<file path="src/verilog/rul_cfg.svh">
// constants of the remote update configuration loader
// assumes inclusion by bare name from the loader's design files
`ifndef RUL_CFG_SVH
`define RUL_CFG_SVH

`define RUL_PAGE_W 3
`define RUL_FACTORY_PAGE 3'h0
`define RUL_LOCAL_PAGE 3'h1
`define RUL_CTRL_PAGE_RST 3'h1
`define RUL_INIT_CYC 4'h8
`define RUL_BYTE_W 8
`define RUL_PLL_CNT_W 8
`define RUL_PLL_CHAIN_W 24
`define RUL_WDT_SEL_W 2
`define RUL_WDT_CNT_W 16
`define RUL_WDT_BASE_CYC 16'h1000
`define RUL_CAUSE_W 4
`define RUL_CAUSE_PIN 0
`define RUL_CAUSE_WDT 1
`define RUL_CAUSE_ERR 2
`define RUL_CAUSE_USER 3

`endif

</file>
<file path="src/verilog/rul_pkg.sv">
// types of the remote update configuration loader
// assumes nothing of its surroundings
package rul_pkg;

    typedef enum logic [2:0] {
        RUL_SCH_CFG_MEMORY,
        RUL_SCH_SERIAL_PASSIVE_SCHEME,
        RUL_SCH_PARALLEL_ASYNC_SCHEME,
        RUL_SCH_FAST_PARALLEL,
        RUL_SCH_BOUNDARY_SCAN
    } rul_scheme_t;

    typedef enum logic [1:0] {
        RUL_ST_WAIT,
        RUL_ST_LOAD,
        RUL_ST_INIT,
        RUL_ST_USER
    } rul_state_t;

endpackage : rul_pkg

</file>
<file path="src/verilog/rul_wdt_if.sv">
// watchdog control bundle between loader core and watchdog
// assumes one clock shared by both ends
`timescale 1ns/1ps
`include "rul_cfg.svh"

interface rul_wdt_if;
    logic enable;
    logic kick;
    logic [`RUL_WDT_SEL_W-1:0] sel;
    logic expire;

    modport ctl (output enable, output kick, output sel, input expire);
    modport wdt (input enable, input kick, input sel, output expire);
endinterface : rul_wdt_if

</file>
<file path="src/verilog/rul_watchdog.sv">
// user watchdog: counts while enabled, pulses expire on timeout
// assumes enable drops whenever the factory image runs
`timescale 1ns/1ps
`include "rul_cfg.svh"

module rul_watchdog #(
    parameter int WDT_BASE_CYC = `RUL_WDT_BASE_CYC
) (
    // clock and reset
    input wire logic clk_i,
    input wire logic rst_i,
    // control bundle
    rul_wdt_if.wdt bus
);

    logic [`RUL_WDT_CNT_W-1:0] cnt_r;
    logic expire_r;
    wire [`RUL_WDT_CNT_W-1:0] limit;
    wire hit;

    assign limit = `RUL_WDT_CNT_W'(WDT_BASE_CYC) << bus.sel;
    assign hit = (cnt_r == limit - `RUL_WDT_CNT_W'(1));
    assign bus.expire = expire_r;

    always_ff @(posedge clk_i or posedge rst_i) begin
        if (rst_i) begin
            cnt_r <= '0;
            expire_r <= 1'b0;
        end else if (!bus.enable || bus.kick || hit) begin
            cnt_r <= '0;
            expire_r <= bus.enable && !bus.kick && hit;
        end else begin
            cnt_r <= cnt_r + `RUL_WDT_CNT_W'(1);
            expire_r <= 1'b0;
        end
    end
endmodule : rul_watchdog

</file>
<file path="src/verilog/rul_loader.sv">
// remote update configuration loader: boot, page selection, watchdog
// assumes the memory or host streams the page shown on page_o
//
// Behaviour
// [RQ1] user I/O stays high impedance until configuration completes
// [RQ2] after loading, an init phase resets logic then enables I/O
// [RQ3] the reconfiguration pin forces command mode and a full reload
// [RQ4] a load waits for chain enable in; chain enable out follows
// [RQ5] data accepted in five schemes, serial ones assembled to bytes
// [RQ6] first remote mode power-up loads page zero
// [RQ7] the factory image at page zero is never overwritten outside
// [RQ8] the factory image writes the next page into control
// [RQ9] the factory image chooses watchdog enable and timeout
// [RQ10] the application restarts the watchdog before timeout
// [RQ11] watchdog expiry records status then reloads factory
// [RQ12] watchdog is disabled while the factory image runs
// [RQ13] a load error records cause then loads the factory image
// [RQ14] the factory image reads status, then writes control
// [RQ15] an application loaded cleanly enters user mode
// [RQ16] at most seven application pages plus the factory page
// [RQ17] application logic may trigger a factory reload after update
// [RQ18] remote update works serial, sync and async parallel
// [RQ19] local update loads the single application at power-up
// [RQ20] PLL counters reload by serial chain while device runs
// [RQ21] page field is three bits, zero is factory
`timescale 1ns/1ps
`include "rul_cfg.svh"

module rul_loader #(
    parameter int WDT_BASE_CYC = `RUL_WDT_BASE_CYC
) (
    // clock and reset
    input wire logic clk_i,
    input wire logic rst_i,
    // straps and pins
    input wire logic remote_mode_i,
    input wire logic [2:0] scheme_i,
    input wire logic reconfig_i,
    input wire logic chain_enable_in_n_i,
    output logic chain_enable_out_n_o,
    // configuration data stream
    input wire logic cfg_valid_i,
    input wire logic [`RUL_BYTE_W-1:0] cfg_data_i,
    input wire logic cfg_last_i,
    input wire logic cfg_error_i,
    output logic cfg_ready_o,
    output logic [`RUL_PAGE_W-1:0] page_o,
    output logic [`RUL_BYTE_W-1:0] sram_data_o,
    output logic sram_valid_o,
    // device mode
    output logic io_oe_o,
    output logic user_rst_o,
    output logic user_mode_o,
    output logic factory_o,
    // control from and status to user logic
    input wire logic ctrl_wr_i,
    input wire logic [`RUL_PAGE_W-1:0] ctrl_page_i,
    input wire logic ctrl_wdt_en_i,
    input wire logic [`RUL_WDT_SEL_W-1:0] ctrl_wdt_sel_i,
    input wire logic wdt_kick_i,
    input wire logic update_trigger_i,
    output logic [`RUL_CAUSE_W-1:0] status_cause_o,
    output logic [`RUL_PAGE_W-1:0] status_page_o,
    // pll counter chain
    input wire logic pll_shift_i,
    input wire logic pll_sdata_i,
    input wire logic pll_update_i,
    output logic [`RUL_PLL_CNT_W-1:0] pll_mult_o,
    output logic [`RUL_PLL_CNT_W-1:0] pll_div_o,
    output logic [`RUL_PLL_CNT_W-1:0] pll_delay_o
);

    rul_pkg::rul_state_t state_r;
    rul_pkg::rul_state_t state_nxt;
    rul_pkg::rul_scheme_t scheme_r;
    logic first_r;
    logic remote_r;
    logic [`RUL_PAGE_W-1:0] page_r;
    logic [`RUL_PAGE_W-1:0] page_nxt;
    logic [3:0] init_cnt_r;
    logic [`RUL_BYTE_W-1:0] sh_r;
    logic [2:0] bit_cnt_r;
    logic [`RUL_BYTE_W-1:0] byte_r;
    logic byte_vld_r;
    logic ready_r;
    logic io_oe_r;
    logic user_rst_r;
    logic ceo_n_r;
    logic factory_r;
    logic [`RUL_CAUSE_W-1:0] cause_r;
    logic [`RUL_PAGE_W-1:0] stat_page_r;
    logic [`RUL_PAGE_W-1:0] ctrl_page_r;
    logic ctrl_wdt_en_r;
    logic [`RUL_WDT_SEL_W-1:0] ctrl_wdt_sel_r;
    logic wdt_cfg_en_r;
    logic [`RUL_WDT_SEL_W-1:0] wdt_cfg_sel_r;
    logic wdt_en_r;
    logic [`RUL_PLL_CHAIN_W-1:0] pll_sh_r;
    logic [`RUL_PLL_CNT_W-1:0] pll_mult_r;
    logic [`RUL_PLL_CNT_W-1:0] pll_div_r;
    logic [`RUL_PLL_CNT_W-1:0] pll_delay_r;

    rul_wdt_if wdt_bus();

    rul_watchdog #(
        .WDT_BASE_CYC(WDT_BASE_CYC)
    ) u_wdt (
        .clk_i(clk_i),
        .rst_i(rst_i),
        .bus(wdt_bus.wdt)
    );

    // decode
    wire wait_st = (state_r == rul_pkg::RUL_ST_WAIT);
    wire load_st = (state_r == rul_pkg::RUL_ST_LOAD);
    wire init_st = (state_r == rul_pkg::RUL_ST_INIT);
    wire user_st = (state_r == rul_pkg::RUL_ST_USER);
    wire is_factory = (page_r == `RUL_FACTORY_PAGE);
    wire start = wait_st && !chain_enable_in_n_i;
    wire pin_evt = reconfig_i && !wait_st;
    wire err_evt = load_st && cfg_error_i && !pin_evt;
    wire wdt_evt = user_st && wdt_bus.expire && !pin_evt;
    wire trg_evt = user_st && update_trigger_i && !pin_evt
        && !wdt_bus.expire;
    wire reboot = pin_evt || err_evt || wdt_evt || trg_evt;
    wire accept = load_st && cfg_valid_i && ready_r && !reboot;
    wire serial = (scheme_r == rul_pkg::RUL_SCH_CFG_MEMORY)
        || (scheme_r == rul_pkg::RUL_SCH_SERIAL_PASSIVE_SCHEME)
        || (scheme_r == rul_pkg::RUL_SCH_BOUNDARY_SCAN);
    wire [`RUL_BYTE_W-1:0] sh_nxt = {cfg_data_i[0], sh_r[7:1]};
    wire app_next = (page_nxt != `RUL_FACTORY_PAGE);
    wire ctrl_wen = ctrl_wr_i && user_st && is_factory && remote_r;
    // [RQ8] factory selects next page
    wire [`RUL_PAGE_W-1:0] app_pick = is_factory ? ctrl_page_r
        : `RUL_FACTORY_PAGE;
    // [RQ6] [RQ19] strap picks first page
    wire [`RUL_PAGE_W-1:0] strap_page = remote_mode_i
        ? `RUL_FACTORY_PAGE : `RUL_LOCAL_PAGE;

    // [RQ3] pin and trigger reload
    always_comb begin
        page_nxt = page_r;
        if (reboot) begin
            if (!remote_r)
                page_nxt = `RUL_LOCAL_PAGE;
            else if (pin_evt || trg_evt)
                page_nxt = app_pick;
            else
                page_nxt = `RUL_FACTORY_PAGE;
        end else if (start && first_r) begin
            page_nxt = strap_page;
        end
    end

    // [RQ15] clean load runs image
    always_comb begin
        state_nxt = state_r;
        if (reboot) begin
            state_nxt = rul_pkg::RUL_ST_WAIT;
        end else begin
            case (state_r)
                rul_pkg::RUL_ST_WAIT: begin
                    if (start)
                        state_nxt = rul_pkg::RUL_ST_LOAD;
                end
                rul_pkg::RUL_ST_LOAD: begin
                    if (accept && cfg_last_i)
                        state_nxt = rul_pkg::RUL_ST_INIT;
                end
                rul_pkg::RUL_ST_INIT: begin
                    if (init_cnt_r == 4'h0)
                        state_nxt = rul_pkg::RUL_ST_USER;
                end
                rul_pkg::RUL_ST_USER: begin
                    state_nxt = rul_pkg::RUL_ST_USER;
                end
                default: begin
                    state_nxt = rul_pkg::RUL_ST_WAIT;
                end
            endcase
        end
    end

    // [RQ4] chain gating and mode
    always_ff @(posedge clk_i or posedge rst_i) begin
        if (rst_i) begin
            state_r <= rul_pkg::RUL_ST_WAIT;
            page_r <= `RUL_FACTORY_PAGE;
            first_r <= 1'b1;
        end else begin
            state_r <= state_nxt;
            page_r <= page_nxt;
            if (start)
                first_r <= 1'b0;
        end
    end

    // strap capture: mode at first load, scheme at every load
    always_ff @(posedge clk_i or posedge rst_i) begin
        if (rst_i) begin
            remote_r <= 1'b1;
            scheme_r <= rul_pkg::RUL_SCH_CFG_MEMORY;
        end else if (start) begin
            if (first_r)
                remote_r <= remote_mode_i;
            scheme_r <= rul_pkg::rul_scheme_t'(scheme_i);
        end
    end

    // [RQ1] pins high-z until user
    always_ff @(posedge clk_i or posedge rst_i) begin
        if (rst_i) begin
            io_oe_r <= 1'b0;
            user_rst_r <= 1'b1;
            ceo_n_r <= 1'b1;
            ready_r <= 1'b0;
            factory_r <= 1'b0;
        end else begin
            factory_r <= (state_nxt == rul_pkg::RUL_ST_USER)
                && (page_nxt == `RUL_FACTORY_PAGE);
            io_oe_r <= (state_nxt == rul_pkg::RUL_ST_USER);
            user_rst_r <= (state_nxt != rul_pkg::RUL_ST_USER);
            ceo_n_r <= (state_nxt != rul_pkg::RUL_ST_USER)
                && (state_nxt != rul_pkg::RUL_ST_INIT);
            ready_r <= (state_nxt == rul_pkg::RUL_ST_LOAD);
        end
    end

    // [RQ2] init phase count
    always_ff @(posedge clk_i or posedge rst_i) begin
        if (rst_i)
            init_cnt_r <= 4'h0;
        else if (!init_st)
            init_cnt_r <= `RUL_INIT_CYC - 4'h1;
        else
            init_cnt_r <= init_cnt_r - 4'h1;
    end

    // [RQ5] [RQ18] scheme data assembly
    always_ff @(posedge clk_i or posedge rst_i) begin
        if (rst_i) begin
            sh_r <= '0;
            bit_cnt_r <= 3'h0;
            byte_r <= '0;
            byte_vld_r <= 1'b0;
        end else begin
            byte_vld_r <= accept && (!serial || bit_cnt_r == 3'h7);
            if (!load_st) begin
                bit_cnt_r <= 3'h0;
            end else if (accept && serial) begin
                sh_r <= sh_nxt;
                bit_cnt_r <= bit_cnt_r + 3'h1;
                byte_r <= sh_nxt;
            end else if (accept) begin
                byte_r <= cfg_data_i;
            end
        end
    end

    // [RQ13] [RQ11] status on reboot
    always_ff @(posedge clk_i or posedge rst_i) begin
        if (rst_i) begin
            cause_r <= '0;
            stat_page_r <= `RUL_FACTORY_PAGE;
        end else if (reboot) begin
            cause_r <= {trg_evt, err_evt, wdt_evt, pin_evt};
            stat_page_r <= page_r;
        end
    end

    // [RQ9] [RQ16] [RQ21] control register
    always_ff @(posedge clk_i or posedge rst_i) begin
        if (rst_i) begin
            ctrl_page_r <= `RUL_CTRL_PAGE_RST;
            ctrl_wdt_en_r <= 1'b0;
            ctrl_wdt_sel_r <= '0;
        end else if (ctrl_wen) begin
            ctrl_page_r <= ctrl_page_i;
            ctrl_wdt_en_r <= ctrl_wdt_en_i;
            ctrl_wdt_sel_r <= ctrl_wdt_sel_i;
        end
    end

    // [RQ12] watchdog off for factory
    always_ff @(posedge clk_i or posedge rst_i) begin
        if (rst_i) begin
            wdt_cfg_en_r <= 1'b0;
            wdt_cfg_sel_r <= '0;
            wdt_en_r <= 1'b0;
        end else begin
            if (reboot) begin
                wdt_cfg_en_r <= remote_r && app_next && ctrl_wdt_en_r;
                wdt_cfg_sel_r <= ctrl_wdt_sel_r;
            end
            wdt_en_r <= (state_nxt == rul_pkg::RUL_ST_USER)
                && (page_nxt != `RUL_FACTORY_PAGE) && wdt_cfg_en_r;
        end
    end

    assign wdt_bus.enable = wdt_en_r;
    assign wdt_bus.kick = wdt_kick_i;
    assign wdt_bus.sel = wdt_cfg_sel_r;

    // [RQ20] pll chain reload
    always_ff @(posedge clk_i or posedge rst_i) begin
        if (rst_i) begin
            pll_sh_r <= '0;
            pll_mult_r <= '0;
            pll_div_r <= '0;
            pll_delay_r <= '0;
        end else begin
            if (pll_shift_i)
                pll_sh_r <= {pll_sh_r[`RUL_PLL_CHAIN_W-2:0], pll_sdata_i};
            if (pll_update_i) begin
                pll_mult_r <= pll_sh_r[23:16];
                pll_div_r <= pll_sh_r[15:8];
                pll_delay_r <= pll_sh_r[7:0];
            end
        end
    end

    assign chain_enable_out_n_o = ceo_n_r;
    assign cfg_ready_o = ready_r;
    assign page_o = page_r;
    assign sram_data_o = byte_r;
    assign sram_valid_o = byte_vld_r;
    assign io_oe_o = io_oe_r;
    assign user_rst_o = user_rst_r;
    assign user_mode_o = io_oe_r;
    assign factory_o = factory_r;
    assign status_cause_o = cause_r;
    assign status_page_o = stat_page_r;
    assign pll_mult_o = pll_mult_r;
    assign pll_div_o = pll_div_r;
    assign pll_delay_o = pll_delay_r;
endmodule : rul_loader

</file>
<file path="config.mk">
export PLATFORM = sky130hd
export DESIGN_NAME = rul_loader
export DESIGN_NICKNAME = d
export VERILOG_FILES = /design/src/verilog/rul_pkg.sv /design/src/verilog/rul_wdt_if.sv /design/src/verilog/rul_watchdog.sv /design/src/verilog/rul_loader.sv
export VERILOG_INCLUDE_DIRS = /design/src /design/src/verilog
export SDC_FILE = /design/constraint.sdc
export NUM_CORES = 1
export LEC_CHECK = 0
export BUFFER_PORTS_ARGS = -buffer_cell sky130_fd_sc_hd__clkbuf_2
export CAP_MARGIN = 5
export CELL_PAD_IN_SITES_DETAIL_PLACEMENT = 0
export CELL_PAD_IN_SITES_GLOBAL_PLACEMENT = 1
export CORE_MARGIN = 4
export CORE_UTILIZATION = 45
export CTS_BUF_LIST = sky130_fd_sc_hd__clkbuf_4 sky130_fd_sc_hd__clkbuf_8 sky130_fd_sc_hd__clkbuf_16
export CTS_CLUSTER_SIZE = 16
export DETAILED_ROUTE_END_ITERATION = 8
export GPL_ROUTABILITY_DRIVEN = 0
export GPL_TIMING_DRIVEN = 0
export PLACE_DENSITY_LB_ADDON = 0.08
export SLEW_MARGIN = 10
export SYNTH_ARGS = -nofsm -noshare
export SYNTH_HDL_FRONTEND = slang
export SYNTH_SLANG_ARGS = --single-unit
</file>
<file path="constraint.sdc">
create_clock -name clk_i -period 4.2 [get_ports clk_i]
set_clock_uncertainty 0.2 [all_clocks]
set_input_delay 0.42 -clock clk_i [delete_from_list [all_inputs] [get_ports clk_i]]
set_output_delay 0.42 -clock clk_i [all_outputs]
set_load 0.03 [all_outputs]
</file>
; ---- Yosys cells after proc, flatten, opt, wreduce, memory -nomap -nowiden
; Cells that the tools add are included.
[op_classes]
addsub = 4
mul = 0
div = 0
magnitude_cmp = 0
eq_ne = 12
shift = 1
mux = 18
n_bitwise = 0
n_reduce_logical = 54
[ops]
columns = op, count
row1 = logical AND 1 bit, 27
row2 = 2-to-1 mux 3 bit, 7
row3 = "adder 16 x 1 -> 16 bit, second input constant", 1
row4 = equality test 16 bit, 1
row5 = 2-to-1 mux 16 bit, 1
row6 = 2-to-1 mux 8 bit, 2
row7 = "left shift 13 x 2 -> 16 bit, first input constant", 1
row8 = "subtractor 16 x 1 -> 16 bit, second input constant", 1
row9 = logical NOT 3 bit, 3
row10 = logical OR 1 bit, 9
row11 = logical NOT 1 bit, 8
row12 = 2-to-1 mux 2 bit, 4
row13 = one-hot mux 2 bit (4 select lines), 1
row14 = "equality test 2 bit, second input constant", 3
row15 = "equality test 3 bit, second input constant", 2
row16 = AND reduction 2 bit, 3
row17 = "equality test 2 x 1 -> 1 bit, second input constant", 2
row18 = logical NOT 4 bit, 1
row19 = 2-to-1 mux 4 bit, 1
row20 = "inequality test 2 bit, second input constant", 2
row21 = "subtractor 4 x 1 -> 4 bit, second input constant", 1
row22 = "adder 3 x 1 -> 3 bit, second input constant", 1
row23 = "equality test 3 x 1 -> 1 bit, second input constant", 1
row24 = nonzero test 3 bit, 1
row25 = 4 further kinds, 5
[word_totals]
regBits = 121
latch_bits = 0
ramBits = 0
mem_bits_ro = 0
inputBits = 31
output_inout_bits = 49
word_cells = 118
mem_count = 0

; ---- Logic depth before layout (Yosys ltp)
[depth]
depth_word = 17
ltp_mapped = 7
mapped_depth_nobuf = 6

; ---- By module
; From an unflattened synthesis, not the netlist that was laid out.
[hier_totals]
hier_cells = 386
area_unflattened_um2 = 4973.5
[modules_own_cells]
columns = mod, instances, cells_per_inst, area_each_um2, seq_area_each_um2
row1 = rul_loader, 1, 300, 4082.7, 2583.7
row2 = rul_watchdog, 1, 86, 890.9, 425.4

; ---- Worst setup path before layout
; OpenSTA, ideal clock, no wires.
[synth_timing]
path_kind = flip-flop to flip-flop
from = register u_wdt.cnt_r[12]
to = register u_wdt.cnt_r[12]
setup_ps = 119
t_arrival_ps = 1495
t_required_ps = 3881
setup_slack_ps = 2387
stages_incl_launch_ff = 8
n_path_buf = 2
synth_period_minus_slack_ps = 1813
cell_sequence = dfrtp_1 > clkbuf_2 > or4_1 > a21oi_1 > o211ai_1 > nand2b_2 > buf_6 > nor2_1
[synth_between]
elab_chain_cells = 3
elab_cells_between_ends = 4
classes_between = add/sub (1) / eq/ne (1) / mux (1) / reduce/logical (1)
[synth_rtl]
columns = item, line_no
row1 = from (decl), rul_watchdog.sv:16  ; logic [`RUL_WDT_CNT_W-1:0] cnt_r;
row2 = from (signal assigned), rul_watchdog.sv:33  ; cnt_r <= cnt_r + `RUL_WDT_CNT_W'(1);
row3 = branches (longest 2 deep; another with adder 16 x 1 -> 16 bit), -
row4 = 2-to-1 mux 16 bit (*), rul_watchdog.sv:29  ; end else if (!bus.enable || bus.kick || hit) begin
; Every way passes the cells marked *.
; A chain may end at the register's enable or synchronous reset.

; ---- Worst setup path after layout
[layout_timing]
from = input port cfg_error_i
to = register sh_r[3]
[layout_between]
elab_chain_cells = 9
[layout_rtl]
columns = item, line_no
row1 = from (decl), rul_loader.sv:45  ; input wire logic cfg_error_i,
row2 = logical AND 1 bit (2 in series), rul_loader.sv:121  ; wire err_evt = load_st && cfg_error_i && !pin_evt;
row3 = logical OR 1 bit (3 in series), rul_loader.sv:125  ; wire reboot = pin_evt || err_evt || wdt_evt || trg_evt;
row4 = logical NOT 1 bit, rul_loader.sv:126  ; wire accept = load_st && cfg_valid_i && ready_r && !reboot;
row5 = logical AND 1 bit, rul_loader.sv:126
row6 = logical AND 1 bit, rul_loader.sv:250  ; end else if (accept && serial) begin
row7 = AND reduction 2 bit (no line), -
row8 = to (signal assigned), rul_loader.sv:251  ; sh_r <= sh_nxt;
row9 = to (decl), rul_loader.sv:81  ; logic [`RUL_BYTE_W-1:0] sh_r;
; Every way passes these cells.

==> flow_metrics.env <==
export IMPL_status="finished clean"
export IMPL_finalPower_w=0.004491
export IMPL_synth_flop_cell="dfrtp_1"
export IMPL_numClockSinks=120
export IMPL_dieArea_um2=12800
export IMPL_fin_util_pct=58.45
export IMPL_rrSetupSlack_ps=2170
export IMPL_fin_crit_sh_pct=49.65
export IMPL_multiInputGateArea_um2=1815
export IMPL_muxShareOfSynthArea_pct=16.30
export IMPL_synth_area_um2=4975
export IMPL_syn_nets=422
export IMPL_post_cts_repair_setup_buffers=0
export IMPL_synth_top_family_by_area="multiplexers"
export IMPL_ys_ff_latch=120
export IMPL_worstRegToRegCells=6
export IMPL_pwr_share_seq_pct=39.4
export IMPL_gr_usage_met2_pct=24.76
export IMPL_critPathKind="input pin to flop"
export IMPL_maxCapViolations=0
export IMPL_start_kind="input pin"
export IMPL_via_per_inst=4.921
export IMPL_grt_most_used_layer="met2"
export IMPL_num_fill_cells=921
export IMPL_timing_fmax_mhz=479.5
export IMPL_htreeDepth=4
export IMPL_syn_area_per_cell_um2=12.85
export IMPL_synthAdderAreaFrac_pct=1.006
export IMPL_finalCriticalPeriod_ps=2085
export IMPL_ys_warn_count=0
export IMPL_core_um2=10840
export IMPL_combPwrFrac_pct=29.6
export IMPL_start_util_pct=45.89
export IMPL_use_met3_pct=4.599
export IMPL_netSwitchingFraction_pct=35.29
export IMPL_firstDrtPassIters=4
export IMPL_grt_pass1_wl_um=16440
export IMPL_die_h_um=113.1
export IMPL_maxSlewViolCount=0
export IMPL_cellLeakagePower_nw=2.975
export IMPL_die_w_um=113.1
export IMPL_finalSetupViolCount=0
export IMPL_portBuffers=77
export IMPL_synth_xor_area_share_pct=2.817
export IMPL_diodes=0
export IMPL_cts_buffers=17
export IMPL_hpwlAfterDp_um=6483
export IMPL_synth_cell_types=48
export IMPL_finalHoldViolCount=0
export IMPL_worst_slew_margin_rel_pct=60.11
export IMPL_async_flop_share_pct=100.0
export IMPL_cts_tree="yes"
export IMPL_ios=80
export IMPL_cp_required_ps=4390
export IMPL_use_met1_pct=21.86
export IMPL_routed_wl_um=9402
export IMPL_cts_root_buffer_cell="clkbuf_8"
export IMPL_min_delay_start="cfg_data_i[1]"
export IMPL_grt_max_degree=83
export IMPL_p_clk_share_pct=30.9
export IMPL_p_int_w=0.002906
export IMPL_grt_pass1_vias=3408
export IMPL_final_common_cell="dfrtp_1"
export IMPL_rsz0062_at_grt="false"
export IMPL_drc=0
export IMPL_r2r_start="state_r[1]$_DFF_PP0_"
export IMPL_ys_seq_area_share_pct=60.49
export IMPL_layout_drive_gt1_share_pct=38.37
export IMPL_hold_end="sram_data_o[1]$_DFFE_PP0P_"
export IMPL_synth_simple_area_share_pct=11.42
export IMPL_grt_remaining_overflow=0
export IMPL_cp_end_kind="flop"
export IMPL_rr_endpoint="wdt_bus.enable$_DFF_PP0_"
export IMPL_synth_compound_area_share_pct=4.955
export IMPL_vdd_drop_max_mv=0.3744
export IMPL_final_cell_mix="115 x dfrtp_1, 78 x clkbuf_2, 64 x mux2_2, 38 x nand2_1, 30 x nor2_1"
export IMPL_critPathArrivalTime_ps=2270
export IMPL_area_delta_synth_final_pct=27.36
export IMPL_synth_edff_count=0
export IMPL_via_count=3228
export IMPL_path_max_fanout=10
export IMPL_cts_resized_gates=0
export IMPL_clk_pin_slew_ps=60
export IMPL_holdCritPathClass="input pin to flop"
export IMPL_synthCells=387
export IMPL_min_path_cells=3
export IMPL_num_nets_final=538
export IMPL_powerDensity_nw_per_um2=708.7
export IMPL_row_count=38
export IMPL_worst_pin_slew_ps=598.4
export IMPL_drtAntennaViolNets=0
export IMPL_seqCellArea_um2=3009
export IMPL_grt_total_usage_pct=16.01
export IMPL_clkLatencyLatePin_ps=500
export IMPL_power_switching_w=0.001585
export IMPL_wl_per_cell_um=14.33
export IMPL_drt_iter0_drc=111
export IMPL_cts_path_max_buffers=2
export IMPL_hold_slack_ps=18.11
export IMPL_antenna_found_initial=0
==> critical path, stage by stage <==
cell,delay (ps)
dlygate4sd3_1,520
clkbuf_2,120
nor3_2,50
o2111ai_2,430
nand2b_4,250
buf_6,140
mux2_2,330
==> flip-flops by register name, summed over array words and instances, names as in the netlist, 4 cells and up <==
register / count
init_cnt_r: 4
pll_delay_o: 8
pll_div_o: 8
pll_mult_o: 8
pll_sh_r: 24
sh_r: 7
sram_data_o: 8
status_cause_o: 4
u_wdt.cnt_r: 16
==> final cells by class <==
class / instances / share of cell area [%]
flip-flops and latches: 120 / 47.49
multi-input cells: 236 / 28.65
repair buffers: 97 / 9.518
clock buffers: 18 / 6.754
well taps: 140 / 2.765
clock inverters: 14 / 2.370
plain buffers: 16 / 1.481
inverters: 15 / 0.9676
==> worst max-delay path by stage <==
stage | endpoint | slack, ps | depth (start not counted) | from
2_1_floorplan | bit_cnt_r[0]$_DFFE_PP0P_ | 400 | 1 | rst_i
3_3_place_gp | sram_data_o[5]$_DFFE_PP0P_ | -970 | 2 | rst_i
3_5_place_dp | sh_r[2]$_DFFE_PP0P_ | 2090 | 6 | reconfig_i
4_1_cts | sh_r[3]$_DFFE_PP0P_ | 2080 | 7 | cfg_error_i
5_1_grt | sh_r[3]$_DFFE_PP0P_ | 2000 | 7 | cfg_error_i
6_report | sh_r[3]$_DFFE_PP0P_ | 2110 | 7 | cfg_error_i
==> per-layer routing <==
layer	routed length, µm	vias up
li1	-	1577
met1	4534	1571
met2	4305	72
met3	462	8
met4	98	0
met5	0	-
==> synth_stat cells (all sizes together), types with 4 or more instances <==
library cell / number / area, µm²
dfrtp: 115 / 2878
mux2: 64 / 720.7
nand2: 38 / 142.6
nor2: 30 / 112.6
inv: 15 / 56.30
o21ai: 15 / 75.07
nand3: 12 / 60.06
clkbuf: 9 / 35.03
mux2i: 9 / 90.09
xnor2: 8 / 70.07
xor2: 8 / 70.07
buf: 7 / 58.80
a32o: 5 / 51.30
dfstp: 5 / 131.4
nand4: 5 / 46.29
nor3: 5 / 41.29
a21oi: 4 / 20.02
and2: 4 / 25.02
ha: 4 / 50.05
nor4: 4 / 46.29
==> timing repair <==
| action | in CTS | in global routing |
|---|---|---|
| endpoints found under the setup margin | 0 | 0 |
| endpoints found under the hold margin | 55 | 0 |
| hold buffers | 19 | 0 |
==> metrics by stage <==
step / setup slack (ps) / area [µm²] / setup TNS, ps / std cells
CTS: 2082 / 6336 / 0 / 656
global placement: -974.3 / 5535 / -111240 / 604
global route: 1999 / 6336 / 0 / 656
detailed placement: 2086 / 5568 / 0 / 605
floorplan: 402.5 / 4975 / 0 / 387
finish: 2115 / 6336 / 0 / 656
==> power groups by stage <==
stage / combinational (W) / sequential (W) / clock (W)
after floorplan: 0.000616 / 0.00211 / 0
after global placement: 0.00132 / 0.00178 / 0
after detailed placement: 0.00134 / 0.00179 / 0
after CTS: 0.00135 / 0.00178 / 0.00142
after global routing: 0.00145 / 0.00183 / 0.00148
final: 0.00133 / 0.00177 / 0.00139
==> cell families after synthesis <==
logic type               Yosys count
AO/OA/AOI/OAI                     33
XOR/XNOR                          16
adder cells (fa/ha/maj)            4
buffers and inverters             31
flip-flops                       120
multiplexers                      73
AND/OR/NAND/NOR                  110
Power figures use the tool's default switching activity.
